===== config.mk =====
export PLATFORM = sky130hd
export DESIGN_NAME = adc_serial_readout_port
export DESIGN_NICKNAME = d
export VERILOG_FILES = /design/src/hw/adc_readout_pkg.sv /design/src/hw/adc_serial_readout_port.sv
export SDC_FILE = /design/constraint.sdc
export NUM_CORES = 1
export LEC_CHECK = 0
export BUFFER_PORTS_ARGS = -buffer_cell sky130_fd_sc_hd__buf_2
export CORE_MARGIN = 5
export CORE_UTILIZATION = 25
export CTS_CLUSTER_SIZE = 28
export DETAILED_ROUTE_END_ITERATION = 8
export PLACE_DENSITY = 0.48
export SYNTH_ARGS = -nofsm -noshare
export SYNTH_HDL_FRONTEND = slang
export SYNTH_SLANG_ARGS = --single-unit

===== constraint.sdc =====
create_clock -name ref_clk -period 3.65 [get_ports ref_clk]
set_input_delay 0.1825 -clock ref_clk [delete_from_list [all_inputs] [get_ports ref_clk]]
set_output_delay 0.1825 -clock ref_clk [all_outputs]
set_load 0.005 [all_outputs]

===== src/hw/adc_readout_pkg.sv =====
// Shared constants and types for the converter serial readout port
`default_nettype none

package adc_readout_pkg;

    // =========================================================
    // Conversion modes as seen on the mode input
    localparam logic [1:0] MODE_CONT_CONV = 2'h0;
    localparam logic [1:0] MODE_SINGLE = 2'h1;
    localparam logic [1:0] MODE_CONT_READ = 2'h2;

    // =========================================================
    // Clock source select: both bits set picks external clock over two
    localparam logic [1:0] CLK_SRC_INTERNAL = 2'h0;
    localparam logic [1:0] CLK_SRC_EXT_DIV2 = 2'h3;
    localparam int EXT_CLK_KHZ = 128;
    localparam int MOD_CLK_KHZ = 64;
    localparam int EXT_CLK_DIVIDE = EXT_CLK_KHZ / MOD_CLK_KHZ;

    // =========================================================
    // Reset values
    localparam logic [3:0] WORD_RATE_RST = 4'h0;
    localparam logic RDY_N_RST = 1'b1;
    localparam logic LINE_IDLE = 1'b1;
    localparam logic OE_N_RELEASED = 1'b1;
    localparam logic [5:0] BIT_CNT_RST = 6'h00;

    // =========================================================
    // Combined data-out / ready pin: driven value and its enable
    typedef struct packed {
        logic data;
        logic oe_n;
    } line_out_t;

    typedef enum logic [1:0] {
        ST_IDLE,
        ST_READY,
        ST_SHIFT,
        ST_DONE
    } read_state_t;

endpackage

`default_nettype wire


===== src/hw/adc_serial_readout_port.sv =====
// Serial readout port of a sigma-delta converter, device side
// Notes on behaviour
// - Read data changes on the falling serial clock edge, the active edge.
// - After a completed read the ready flag goes high until next update.
// - Single and continuous conversion modes allow re-reading while ready high.
// - Continuous read mode gives each result for one read only.
// - A four-bit word rate select field sets the output word rate.
// - Select falling takes the data/ready line out of high impedance.
// - Select rising releases the data/ready line to high impedance.
// - After the final inactive clock edge the line returns high.
// - Both clock select bits set divide a 128 kHz external clock by two.
`timescale 1ns/1ps
`default_nettype none

module adc_serial_readout_port
    import adc_readout_pkg::*;
#(
    parameter int DATA_W = 24
) (
    input wire logic ref_clk,
    input wire logic rstn,
    input wire logic sclk,
    input wire logic cs_n,
    input wire logic [1:0] conv_mode,
    input wire logic [3:0] word_rate_select,
    input wire logic clock_source_sel_hi,
    input wire logic clock_source_sel_lo,
    input wire logic int_osc_clk,
    input wire logic ext_clk,
    input wire logic result_valid,
    input wire logic [DATA_W-1:0] result_data,
    output line_out_t line_out,
    output logic rdy_n,
    output logic mod_clk,
    output logic [3:0] word_rate
);

    // =========================================================
    // Edge detection on the serial clock and external clock
    logic sclk_q_ff;
    logic ext_q_ff;
    logic sclk_fall;
    logic sclk_rise;
    logic ext_rise;
    logic [1:0] clk_src;

    assign sclk_fall = sclk_q_ff && !sclk;
    assign sclk_rise = !sclk_q_ff && sclk;
    assign ext_rise = !ext_q_ff && ext_clk;
    assign clk_src = {clock_source_sel_hi, clock_source_sel_lo};

    // =========================================================
    // Readout state
    read_state_t state_ff, nxt_state;
    logic [DATA_W-1:0] word_ff, nxt_word;
    logic [DATA_W-1:0] shift_ff, nxt_shift;
    logic [5:0] cnt_ff, nxt_cnt;
    logic consumed_ff, nxt_consumed;
    logic rdy_n_ff, nxt_rdy_n;
    line_out_t line_ff, nxt_line;
    logic mod_clk_ff, nxt_mod_clk;
    logic [3:0] rate_ff, nxt_rate;
    logic load;
    logic end_of_read;
    logic [DATA_W-1:0] load_word;

    // Two's complement from the core becomes offset binary
    function automatic logic [DATA_W-1:0] to_offset_bin(
        input logic [DATA_W-1:0] v
    );
        to_offset_bin = {~v[DATA_W-1], v[DATA_W-2:0]};
    endfunction

    assign load = sclk_fall && !cs_n
        && (state_ff == ST_READY || state_ff == ST_DONE);
    assign end_of_read = sclk_rise && !cs_n && state_ff == ST_SHIFT
        && cnt_ff == 6'(DATA_W);
    // A consumed word in continuous read mode reads back as all ones
    assign load_word = (conv_mode == MODE_CONT_READ && consumed_ff)
        ? '1 : word_ff;

    always_comb begin
        nxt_state = state_ff;
        nxt_word = word_ff;
        nxt_shift = shift_ff;
        nxt_cnt = cnt_ff;
        nxt_consumed = consumed_ff;
        nxt_rdy_n = rdy_n_ff;
        nxt_line = line_ff;
        if (cs_n) begin
            nxt_state = ST_IDLE;
            nxt_line.oe_n = OE_N_RELEASED;
            nxt_line.data = LINE_IDLE;
        end else begin
            case (state_ff)
                ST_IDLE: begin
                    nxt_state = ST_READY;
                    nxt_line.oe_n = 1'b0;
                    nxt_line.data = rdy_n_ff;
                end
                ST_READY, ST_DONE: begin
                    if (load) begin
                        nxt_shift = {load_word[DATA_W-2:0], 1'b1};
                        nxt_line.data = load_word[DATA_W-1];
                        nxt_cnt = 6'h01;
                        nxt_state = ST_SHIFT;
                    end else if (state_ff == ST_READY) begin
                        nxt_line.data = rdy_n_ff;
                    end
                end
                ST_SHIFT: begin
                    if (sclk_fall && cnt_ff < 6'(DATA_W)) begin
                        nxt_line.data = shift_ff[DATA_W-1];
                        nxt_shift = {shift_ff[DATA_W-2:0], 1'b1};
                        nxt_cnt = cnt_ff + 6'h01;
                    end else if (end_of_read) begin
                        nxt_line.data = LINE_IDLE;
                        nxt_rdy_n = 1'b1;
                        nxt_state = ST_DONE;
                        if (conv_mode == MODE_CONT_READ) begin
                            nxt_consumed = 1'b1;
                        end
                    end
                end
                default: begin
                    nxt_state = ST_IDLE;
                end
            endcase
        end
        // New result wins over the read completion in the same cycle
        if (result_valid) begin
            nxt_word = to_offset_bin(result_data);
            nxt_rdy_n = 1'b0;
            nxt_consumed = 1'b0;
        end
    end

    // =========================================================
    // Modulator clock and word rate
    always_comb begin
        nxt_rate = word_rate_select;
        case (clk_src)
            CLK_SRC_INTERNAL: nxt_mod_clk = int_osc_clk;
            CLK_SRC_EXT_DIV2: begin
                // Toggle per external rising edge divides it by two
                nxt_mod_clk = ext_rise ? !mod_clk_ff : mod_clk_ff;
            end
            default: nxt_mod_clk = ext_clk;
        endcase
    end

    always_ff @(posedge ref_clk) begin
        if (!rstn) begin
            sclk_q_ff <= 1'b1;
            ext_q_ff <= 1'b0;
            state_ff <= ST_IDLE;
            word_ff <= '0;
            shift_ff <= '1;
            cnt_ff <= BIT_CNT_RST;
            consumed_ff <= 1'b0;
            rdy_n_ff <= RDY_N_RST;
            line_ff <= '{data: LINE_IDLE, oe_n: OE_N_RELEASED};
            mod_clk_ff <= 1'b0;
            rate_ff <= WORD_RATE_RST;
        end else begin
            sclk_q_ff <= sclk;
            ext_q_ff <= ext_clk;
            state_ff <= nxt_state;
            word_ff <= nxt_word;
            shift_ff <= nxt_shift;
            cnt_ff <= nxt_cnt;
            consumed_ff <= nxt_consumed;
            rdy_n_ff <= nxt_rdy_n;
            line_ff <= nxt_line;
            mod_clk_ff <= nxt_mod_clk;
            rate_ff <= nxt_rate;
        end
    end

    assign line_out = line_ff;
    assign rdy_n = rdy_n_ff;
    assign mod_clk = mod_clk_ff;
    assign word_rate = rate_ff;

    // =========================================================
    // Assertions
    property p_shift_on_fall;
        @(posedge ref_clk) disable iff (!rstn)
        (state_ff == ST_SHIFT && !cs_n && sclk_fall
            && cnt_ff < 6'(DATA_W))
        |=> line_ff.data == $past(shift_ff[DATA_W-1]);
    endproperty
    a_shift_on_fall: assert property (p_shift_on_fall)
        else $error("data did not follow falling clock edge");

    property p_hold_between_falls;
        @(posedge ref_clk) disable iff (!rstn)
        (state_ff == ST_SHIFT && !cs_n && !sclk_fall)
        |=> $stable(line_ff.data) || line_ff.data;
    endproperty
    a_hold_between_falls: assert property (p_hold_between_falls)
        else $error("data changed off the falling edge");

    property p_rdy_high_after_read;
        @(posedge ref_clk) disable iff (!rstn)
        (end_of_read && !result_valid) |=> rdy_n_ff
            ##1 (rdy_n_ff || $past(result_valid));
    endproperty
    a_rdy_high_after_read: assert property (p_rdy_high_after_read)
        else $error("ready not high after read");

    property p_reread;
        @(posedge ref_clk) disable iff (!rstn)
        (load && conv_mode != MODE_CONT_READ)
        |=> line_ff.data == $past(word_ff[DATA_W-1]);
    endproperty
    a_reread: assert property (p_reread)
        else $error("held word not shifted on re-read");

    property p_single_read;
        @(posedge ref_clk) disable iff (!rstn)
        (load && conv_mode == MODE_CONT_READ && consumed_ff)
        |=> line_ff.data;
    endproperty
    a_single_read: assert property (p_single_read)
        else $error("consumed word read twice");

    property p_rate;
        @(posedge ref_clk) disable iff (!rstn)
        1'b1 |=> rate_ff == $past(word_rate_select);
    endproperty
    a_rate: assert property (p_rate)
        else $error("word rate not taken");

    property p_drive_on_select;
        @(posedge ref_clk) disable iff (!rstn)
        (!cs_n && state_ff == ST_IDLE) |=> !line_ff.oe_n [*1];
    endproperty
    a_drive_on_select: assert property (p_drive_on_select)
        else $error("line not driven after select");

    property p_release;
        @(posedge ref_clk) disable iff (!rstn)
        cs_n |=> line_ff.oe_n && state_ff == ST_IDLE;
    endproperty
    a_release: assert property (p_release)
        else $error("line not released");

    property p_line_high_at_end;
        @(posedge ref_clk) disable iff (!rstn)
        end_of_read |=> line_ff.data && state_ff == ST_DONE;
    endproperty
    a_line_high_at_end: assert property (p_line_high_at_end)
        else $error("line not high after last edge");

    property p_div2;
        @(posedge ref_clk) disable iff (!rstn)
        (clk_src == CLK_SRC_EXT_DIV2 && ext_rise)
        |=> mod_clk_ff != $past(mod_clk_ff);
    endproperty
    a_div2: assert property (p_div2)
        else $error("external clock not divided");

    property p_offset_bin;
        @(posedge ref_clk) disable iff (!rstn)
        result_valid |=> word_ff[DATA_W-1] != $past(result_data[DATA_W-1])
            && !rdy_n_ff;
    endproperty
    a_offset_bin: assert property (p_offset_bin)
        else $error("result not offset binary");

    c_full_read: cover property (@(posedge ref_clk) disable iff (!rstn)
        end_of_read);
    c_reread: cover property (@(posedge ref_clk) disable iff (!rstn)
        load && state_ff == ST_DONE);
    c_consumed: cover property (@(posedge ref_clk) disable iff (!rstn)
        load && consumed_ff);

endmodule

`default_nettype wire


After elaboration in Yosys (flattened, before gate mapping)
Index checks and enable logic that the tools add are counted.
{ "totals": {"register_bits": 67, "inputBits": 39, "elab_cells": 84} }
{ "classes": {"add_sub_neg": 1, "n_lt_le_gt_ge": 1, "eq_ne": 15, "muxes": 22, "bitwise_logic": 4, "reduce_logical": 29} }
{ "op_table": {"columns": ["op", "n"], "rows": [
  ["2-to-1 mux 24 bit", 3],
  ["one-hot mux 24 bit (2 select lines)", 1],
  ["2-to-1 mux 6 bit", 2],
  ["one-hot mux 6 bit (2 select lines)", 1],
  ["logical AND 1 bit", 10],
  ["inequality test 2 bit, second input constant", 5],
  ["2-to-1 mux 1 bit", 9],
  ["== test 2 bit, second input constant", 4],
  ["AND reduction 4 bit", 2],
  ["adder 6 x 1 -> 6 bit, second input constant", 1],
  ["== test 6 x 5 -> 1 bit, second input constant", 1],
  ["< comparator 6 x 5 -> 1 bit, second input constant", 1],
  ["2-to-1 mux 2 bit", 3],
  ["one-hot mux 2 bit (3 select lines)", 1],
  ["nonzero test 2 bit", 3],
  ["OR reduction 2 bit", 3],
  ["zero test 1 bit", 5],
  ["AND reduction 5 bit", 1],
  ["zero test 2 bit", 2],
  ["inequality test 2 x 1 -> 1 bit, second input constant", 2],
  ["NOT 1 bit", 4],
  ["inequality test 3 x 2 -> 1 bit, second input constant", 1],
  ["inequality test 3 bit, second input constant", 1],
  ["one-hot mux 1 bit (3 select lines)", 1],
  ["5 further kinds", 5]
]} }

Longest topological paths before layout
Gate-level depths: netlist of the first run.
{ "depth": {"word_depth": 10, "depth_mapped": 7} }

Least setup slack after synthesis of the first run
Ideal clock, no wire load.
{ "synth_path": {"kind": "flip-flop to flip-flop", "start": "reg state_ff[1]", "end": "reg shift_ff[7]", "arrival_time_ns": 1.265, "required_time_ns": 3.557, "path_slack_ns": 2.292, "stages_incl_launch_ff": 6, "n_path_buf": 1, "period_less_slack_ns": 1.358, "cell_sequence": "dfxtp_1 -> nand2b_4 -> nor3_4 -> buf_6 -> a21oi_1 -> o311ai_2"} }
{ "synth_between": {"elab_chain_len": 5, "elab_cells_between_ends": 11, "cone_classes": "eq/ne (5); mux (1); reduce/logical (5)"} }
{ "synth_lines": {"columns": ["element", "line", "rtl"], "rows": [
  ["from (decl)", "adc_serial_readout_port.sv:54", "read_state_t state_ff, nxt_state;"],
  ["from (signal assigned)", "adc_serial_readout_port.sv:168", "state_ff <= nxt_state;"],
  ["== test 2 x 1 -> 1 bit or == test 2 bit (tied branches)", "adc_serial_readout_port.sv:75, adc_serial_readout_port.sv:95", null],
  ["logical OR 1 bit", "adc_serial_readout_port.sv:75", "&& (state_ff == ST_READY || state_ff == ST_DONE);"],
  ["logical AND 1 bit", "adc_serial_readout_port.sv:75", null],
  ["inequality test 2 bit (no line)", null, null],
  ["AND reduction 4 bit (no line)", null, null],
  ["to (signal assigned)", "adc_serial_readout_port.sv:170", "shift_ff <= nxt_shift;"],
  ["to (decl)", "adc_serial_readout_port.sv:56", "logic [DATA_W-1:0] shift_ff, nxt_shift;"]
]} }
Several ways; a longest one is shown, not always the timed one.
A chain may end at the register's enable or synchronous reset.

Worst setup path after layout of the first run
{ "layout_path": {"start": "reg state_ff[1]", "end": "reg shift_ff[2]"} }
Same word-level chain as after synthesis.

==> results of run 1 <==
## stage by stage
stage,cell area [µm²],cells,utilization,hold WS (ns)
after global placement,3100,471,0.284,0.369
after detailed placement,3100,471,0.284,0.370
after CTS,3370,486,0.308,0.0177
after floorplan,2810,307,-,0.256
after global routing,3370,486,0.308,0.0238
final,3370,486,0.308,0.0268
## flip-flops by register name, indices dropped and copies added, names as in the netlist
signal / count
cnt_ff: 6
consumed_ff: 1
ext_q_ff: 1
line_out: 2
mod_clk: 1
rdy_n: 1
sclk_q_ff: 1
shift_ff: 23
state_ff: 2
word_ff: 24
word_rate: 4
## cell usage in the layout (no fill, tap or decap), drive strengths merged, types with 2 or more instances in the layout
master   count
nor3b        2
o311ai      22
and3         2
nor2        54
buf         46
and2         4
nand2b       5
nand3        2
a31oi        3
dfxtp       66
nor3         5
o21ai       29
nand2        3
clkinv       4
inv         10
clkbuf      10
a21oi       32
ha           4
a21o         3
a311oi       2
nand4bb      2
mux2i       24
## per-layer routing
layer	GRT usage	vias to the layer above	wire, µm
li1	-	1179	-
met2	0.167	42	3100
met1	0.124	1054	3040
met5	0	-	0
met4	0.0418	0	113
met3	0.0392	8	275
## power by group
part	internal (mW)	switching, mW
registers	0.753	0.0178
logic	0.0584	0.0738
clock network	0.471	0.309
## final timing paths
check | start | endpoint
min | result_data[23] | word_ff[23]
min reg2reg | word_ff[23] | word_ff[23]
max reg2reg | state_ff[1] | shift_ff[2]
max | state_ff[1] | shift_ff[2]
## layout make-up
| cell class | instances | area (µm²) |
|---|---|---|
| Clock buffer | 10 | 239 |
| Sequential cell | 66 | 1320 |
| Clock inverter | 5 | 31.3 |
| Timing Repair Buffer | 46 | 230 |
| Inverter | 10 | 37.5 |
| Tap cell | 140 | 175 |
| Multi-Input combinational cell | 209 | 1340 |
| Fill cell | 1196 | 7560 |
## worst max-delay path, cell delays in order, from the launching register on
cell      delay [ns]
dfxtp_1         0.49
nand2b_4        0.12
nor3_4          0.81
a21oi_1         0.15
o311ai_0        0.35
## cells by family after synthesis
family                     Yosys count  share of synthesized area
muxes                               24                     0.0856
buffers and inverters               32                     0.0535
adders and majority gates            4                     0.0178
DFF                                 66                      0.471
AOI/OAI and AO/OA                   95                      0.215
and+or+nand+nor                     86                      0.157
==> flow_metrics.tcl, run 1 <==
set metrics [dict create \
    cts_made_buffers 9 \
    cts_root_buffer "clkbuf_16" \
    dr_total_vias 2283 \
    synth_edf_count 0 \
    cp-end-kind "register" \
    grt_usage 0.103 \
    cts_setup_buffers 0 \
    io_pins 47 \
    grt_pass1_vias 2202 \
    routed_wl_mm 6.53 \
    fin_ws_ns 1.63 \
    hp-class "primary input to register" \
    period_share 0.555 \
    die_area_um2 13400 \
    std_cell_rows 38 \
    vias_per_cell 4.70 \
    gp_routability_congestion 0.752 \
    syn-cell-area_um2 2810 \
    grt_pass1_wl_mm 10.9 \
    cts_tree "yes" \
    path_clk_slew_ns 0.06 \
    core_area_um2 10900 \
    ys_ff_latch 66 \
    dr.pass1.iters 4 \
    dp_hpwl_mm 4.28 \
    synth_warnings 0 \
    avgSynthCellArea_um2 9.14 \
    area_growth_pct 20.2 \
    globalRouteOverflowTotal 0 \
    vdd_drop_max_mv 0.344 \
    worst-path-max-fanout 24 \
    grt_max_degree 36 \
    place.port_buffers 46 \
    ys_seq_area_frac 0.471 \
    diodes 0 \
    start_kind "register" \
    hold_depth 2 \
    layout-drive-gt1-share 0.211 \
    drtIter0Drc 95 \
    synth.most_common_cell "dfxtp_1" \
    grt_antenna_before_repair 0 \
    synth_top_cell_by_area "dfxtp_1" \
    drtAntennaViolNets 0 \
    rsz0062_at_grt "no" \
    finalNetCount 385 \
    cts_resized 0 \
    fmax_mhz 494 \
    ff2ff_setup_slack_ns 1.63 \
    cts_buffer_depth 2 \
    yosysUniqueCellTypes 43 \
    setup_viol 0 \
    syn_nets 350 \
    worst_pin_slew_ns 1.03 \
    htreeDepth 3 \
    synth-main-ff-cell "dfxtp_1" \
    p_per_area_nw_per_um2 499 \
    die_x_um 116 \
    synthTopCellsByArea "dfxtp_1 47%, mux2i_1 8.6%, nor2_1 7.2%" \
    ys_async_sr_fraction 0 \
    die_h_um 116 \
    final.min_clock_period_ns 2.02 \
    required_ns 3.87 \
    p_total_mw 1.68 \
    initial_utilization 0.257 \
    crit_type "register to register" \
    finalSetupTns_ns 0 \
    clock_skew_ns 0.00722 \
    relSlewSlack 0.315 \
    reg2regPathDepth 4 \
    synth_cells 307 \
    cp.arrival_ns 2.24 \
    clock_latency_ns 0.33 \
    cap_violations 0 \
    synth_top_area_share 0.471 \
    cts_sinks 66 \
    hold_buffers 0 \
    dp_slack_ns 1.66 \
    p_leak_nw 1.35 \
    wl_per_cell_um 13.4 \
    yosys-top-cells-count "66 x dfxtp_1, 54 x nor2_1, 31 x a21oi_1, 29 x o21ai_0, 24 x mux2i_1" \
    slew_violations 0 \
    hold_viol 0 \
    run_status "finished clean" \
    drc 0 \
]
(Power assumes the default switching activity.)
==> run 2: changes to the inputs <==
PLACE_DENSITY = 0.49   (was 0.48)
clock period = 1.85 ns   (was 3.65 ns; I/O delays follow)
==> flow_metrics.tcl, run 2 (synthesis gave the netlist of run 1 again) <==
set metrics [dict create \
    grt_pass1_vias 2426 \
    post-place-cells 479 \
    cts_setup_buffers 0 \
    die_area_um2 13400 \
    reg.largest.list "word_ff x24, shift_ff x23, cnt_ff x6" \
    area_growth_pct 31.9 \
    slew_violations 0 \
    p_leak_nw 1.49 \
    grtUsageMet2 0.175 \
    period_share 0.808 \
    largest_reg_flops 24 \
    grt_use_met1 0.138 \
    drtAntennaViolNets 0 \
    clock_skew_ns 0.00692 \
    dp_hpwl_mm 4.44 \
    grt_pass1_wl_mm 11.7 \
    grt_usage 0.110 \
    io_pins 47 \
    final_common_cell "dfxtp_1" \
    critPathBufInv 1 \
    worst_pin_slew_ns 0.478 \
    dr_total_vias 2450 \
    finalSetupTns_ns 0 \
    worst-path-max-fanout 24 \
    hp-class "primary input to register" \
    cts_sinks 66 \
    hold_buffers 21 \
    vdd_drop_max_mv 0.737 \
    start_kind "register" \
    post_dp_cell_area_um2 3200 \
    setup_viol 0 \
    drc 0 \
    num-fill-cells 1158 \
    place.port_buffers 46 \
    fmax_mhz 669 \
    gp_routability_congestion 0.850 \
    path_clk_slew_ns 0.06 \
    initial_utilization 0.257 \
    largest-register "word_ff" \
    hold_viol 0 \
    finalNetCount 414 \
    top_usage_layer "met2" \
    crit_type "register to register" \
    critical-path-slowest-cell "dfxtp_1" \
    holdCritStartpoint "result_data[5]" \
    p_per_area_nw_per_um2 950 \
    grt_antenna_before_repair 0 \
    rsz0062_at_grt "no" \
    htreeDepth 3 \
    cts_made_buffers 9 \
    cp-end-kind "register" \
    dr.pass1.iters 4 \
    wl_per_cell_um 13.4 \
    crit_path_cell_trace "nand2b_4, nor3_4, buf_12, a21oi_1, o311ai_0" \
    die_x_um 116 \
    fin_area_um2 3700 \
    ff_latch_area_um2 1320 \
    run_status "finished clean" \
    globalRouteOverflowTotal 0 \
    final_cell_mix "66 x dfxtp_1, 54 x nor2_1, 46 x buf_2, 31 x a21oi_1, 29 x o21ai_0" \
    cts_buffer_depth 2 \
    cts_root_buffer "clkbuf_16" \
    grtUsageMet3 0.0324 \
    cts_resized 0 \
    critPathTopFamily "flip-flops" \
    core_area_um2 10900 \
    final.min_clock_period_ns 1.50 \
    cts_tree "yes" \
    multiInputGateArea_um2 1340 \
    crit_start "state_ff[1]" \
    die_h_um 116 \
    cp.arrival_ns 1.72 \
    diodes 0 \
    drtIter0Drc 122 \
    grt_max_degree 29 \
    stdcell_count 515 \
    cap_violations 0 \
    slowest_delay_ns 0.48 \
    timing.rr.start "state_ff[1]" \
    relSlewSlack 0.681 \
    std_cell_rows 38 \
    vias_per_cell 4.76 \
    clock_latency_ns 0.33 \
    routed_wl_mm 6.89 \
    layout-drive-gt1-share 0.213 \
    required_ns 2.07 \
]
==> run 2: cell count changes in the layout (fill, tap and decap cells not counted) <==
cell and delta:
a21oi_2 -1, buf_12 +3, buf_4 +5, clkinvlp_4 +1
dlygate4sd3_1 +21, clkinv_4 -1, clkinv_2 -1, a21oi_1 +1
bufinv_16 +1
==> run 2: path summary, 6_finish.rpt <==
path | cells after the start | slack, ns | to
worst max register to register | 5 | 0.35 | shift_ff[2]
worst min-delay path | 3 | 0.004 | word_ff[5]
worst max-delay path | 5 | 0.35 | shift_ff[2]
worst min register to register | 2 | 0.49 | word_ff[23]
==> run 2: layout make-up <==
type / instances / share of cell area
inverters: 10 / 0.0101
clock inverters: 5 / 0.0149
clock buffers: 10 / 0.0646
multi-input cells: 209 / 0.361
flip-flops and latches: 66 / 0.357
well taps: 140 / 0.0473
repair buffers: 75 / 0.145
==> run 2: power by group <==
part / total [mW] / internal, mW / switching (mW)
registers: 1.52 / 1.49 / 0.0355
logic: 0.313 / 0.156 / 0.157
clock network: 1.68 / 1.07 / 0.614
==> run 2: worst register-to-register path: cells and delay by family, from the launching register on <==
| family | cells | cell delay [ns] |
|---|---|---|
| buffers and inverters | 1 | 0.19 |
| and+or+nand+nor | 2 | 0.35 |
| DFF | 1 | 0.48 |
| AOI/OAI and AO/OA | 2 | 0.38 |
==> run 2: per-layer routing <==
metal,up-vias,share of wire
met5,-,0
met4,0,0.016
met3,8,0.035
met2,50,0.47
met1,1155,0.48
li1,1237,-
==> run 2: stage by stage <==
step                      total power, mW   util  setup WS (ns)  hold slack [ns]
after global placement               1.83  0.292          0.392            0.279
final                                3.51  0.338          0.354          0.00412
after floorplan                      1.72      -          0.492            0.166
after CTS                            3.57  0.338          0.325         0.000962
after global routing                 3.69  0.338          0.162           0.0120
after detailed placement             1.83  0.292          0.340            0.280
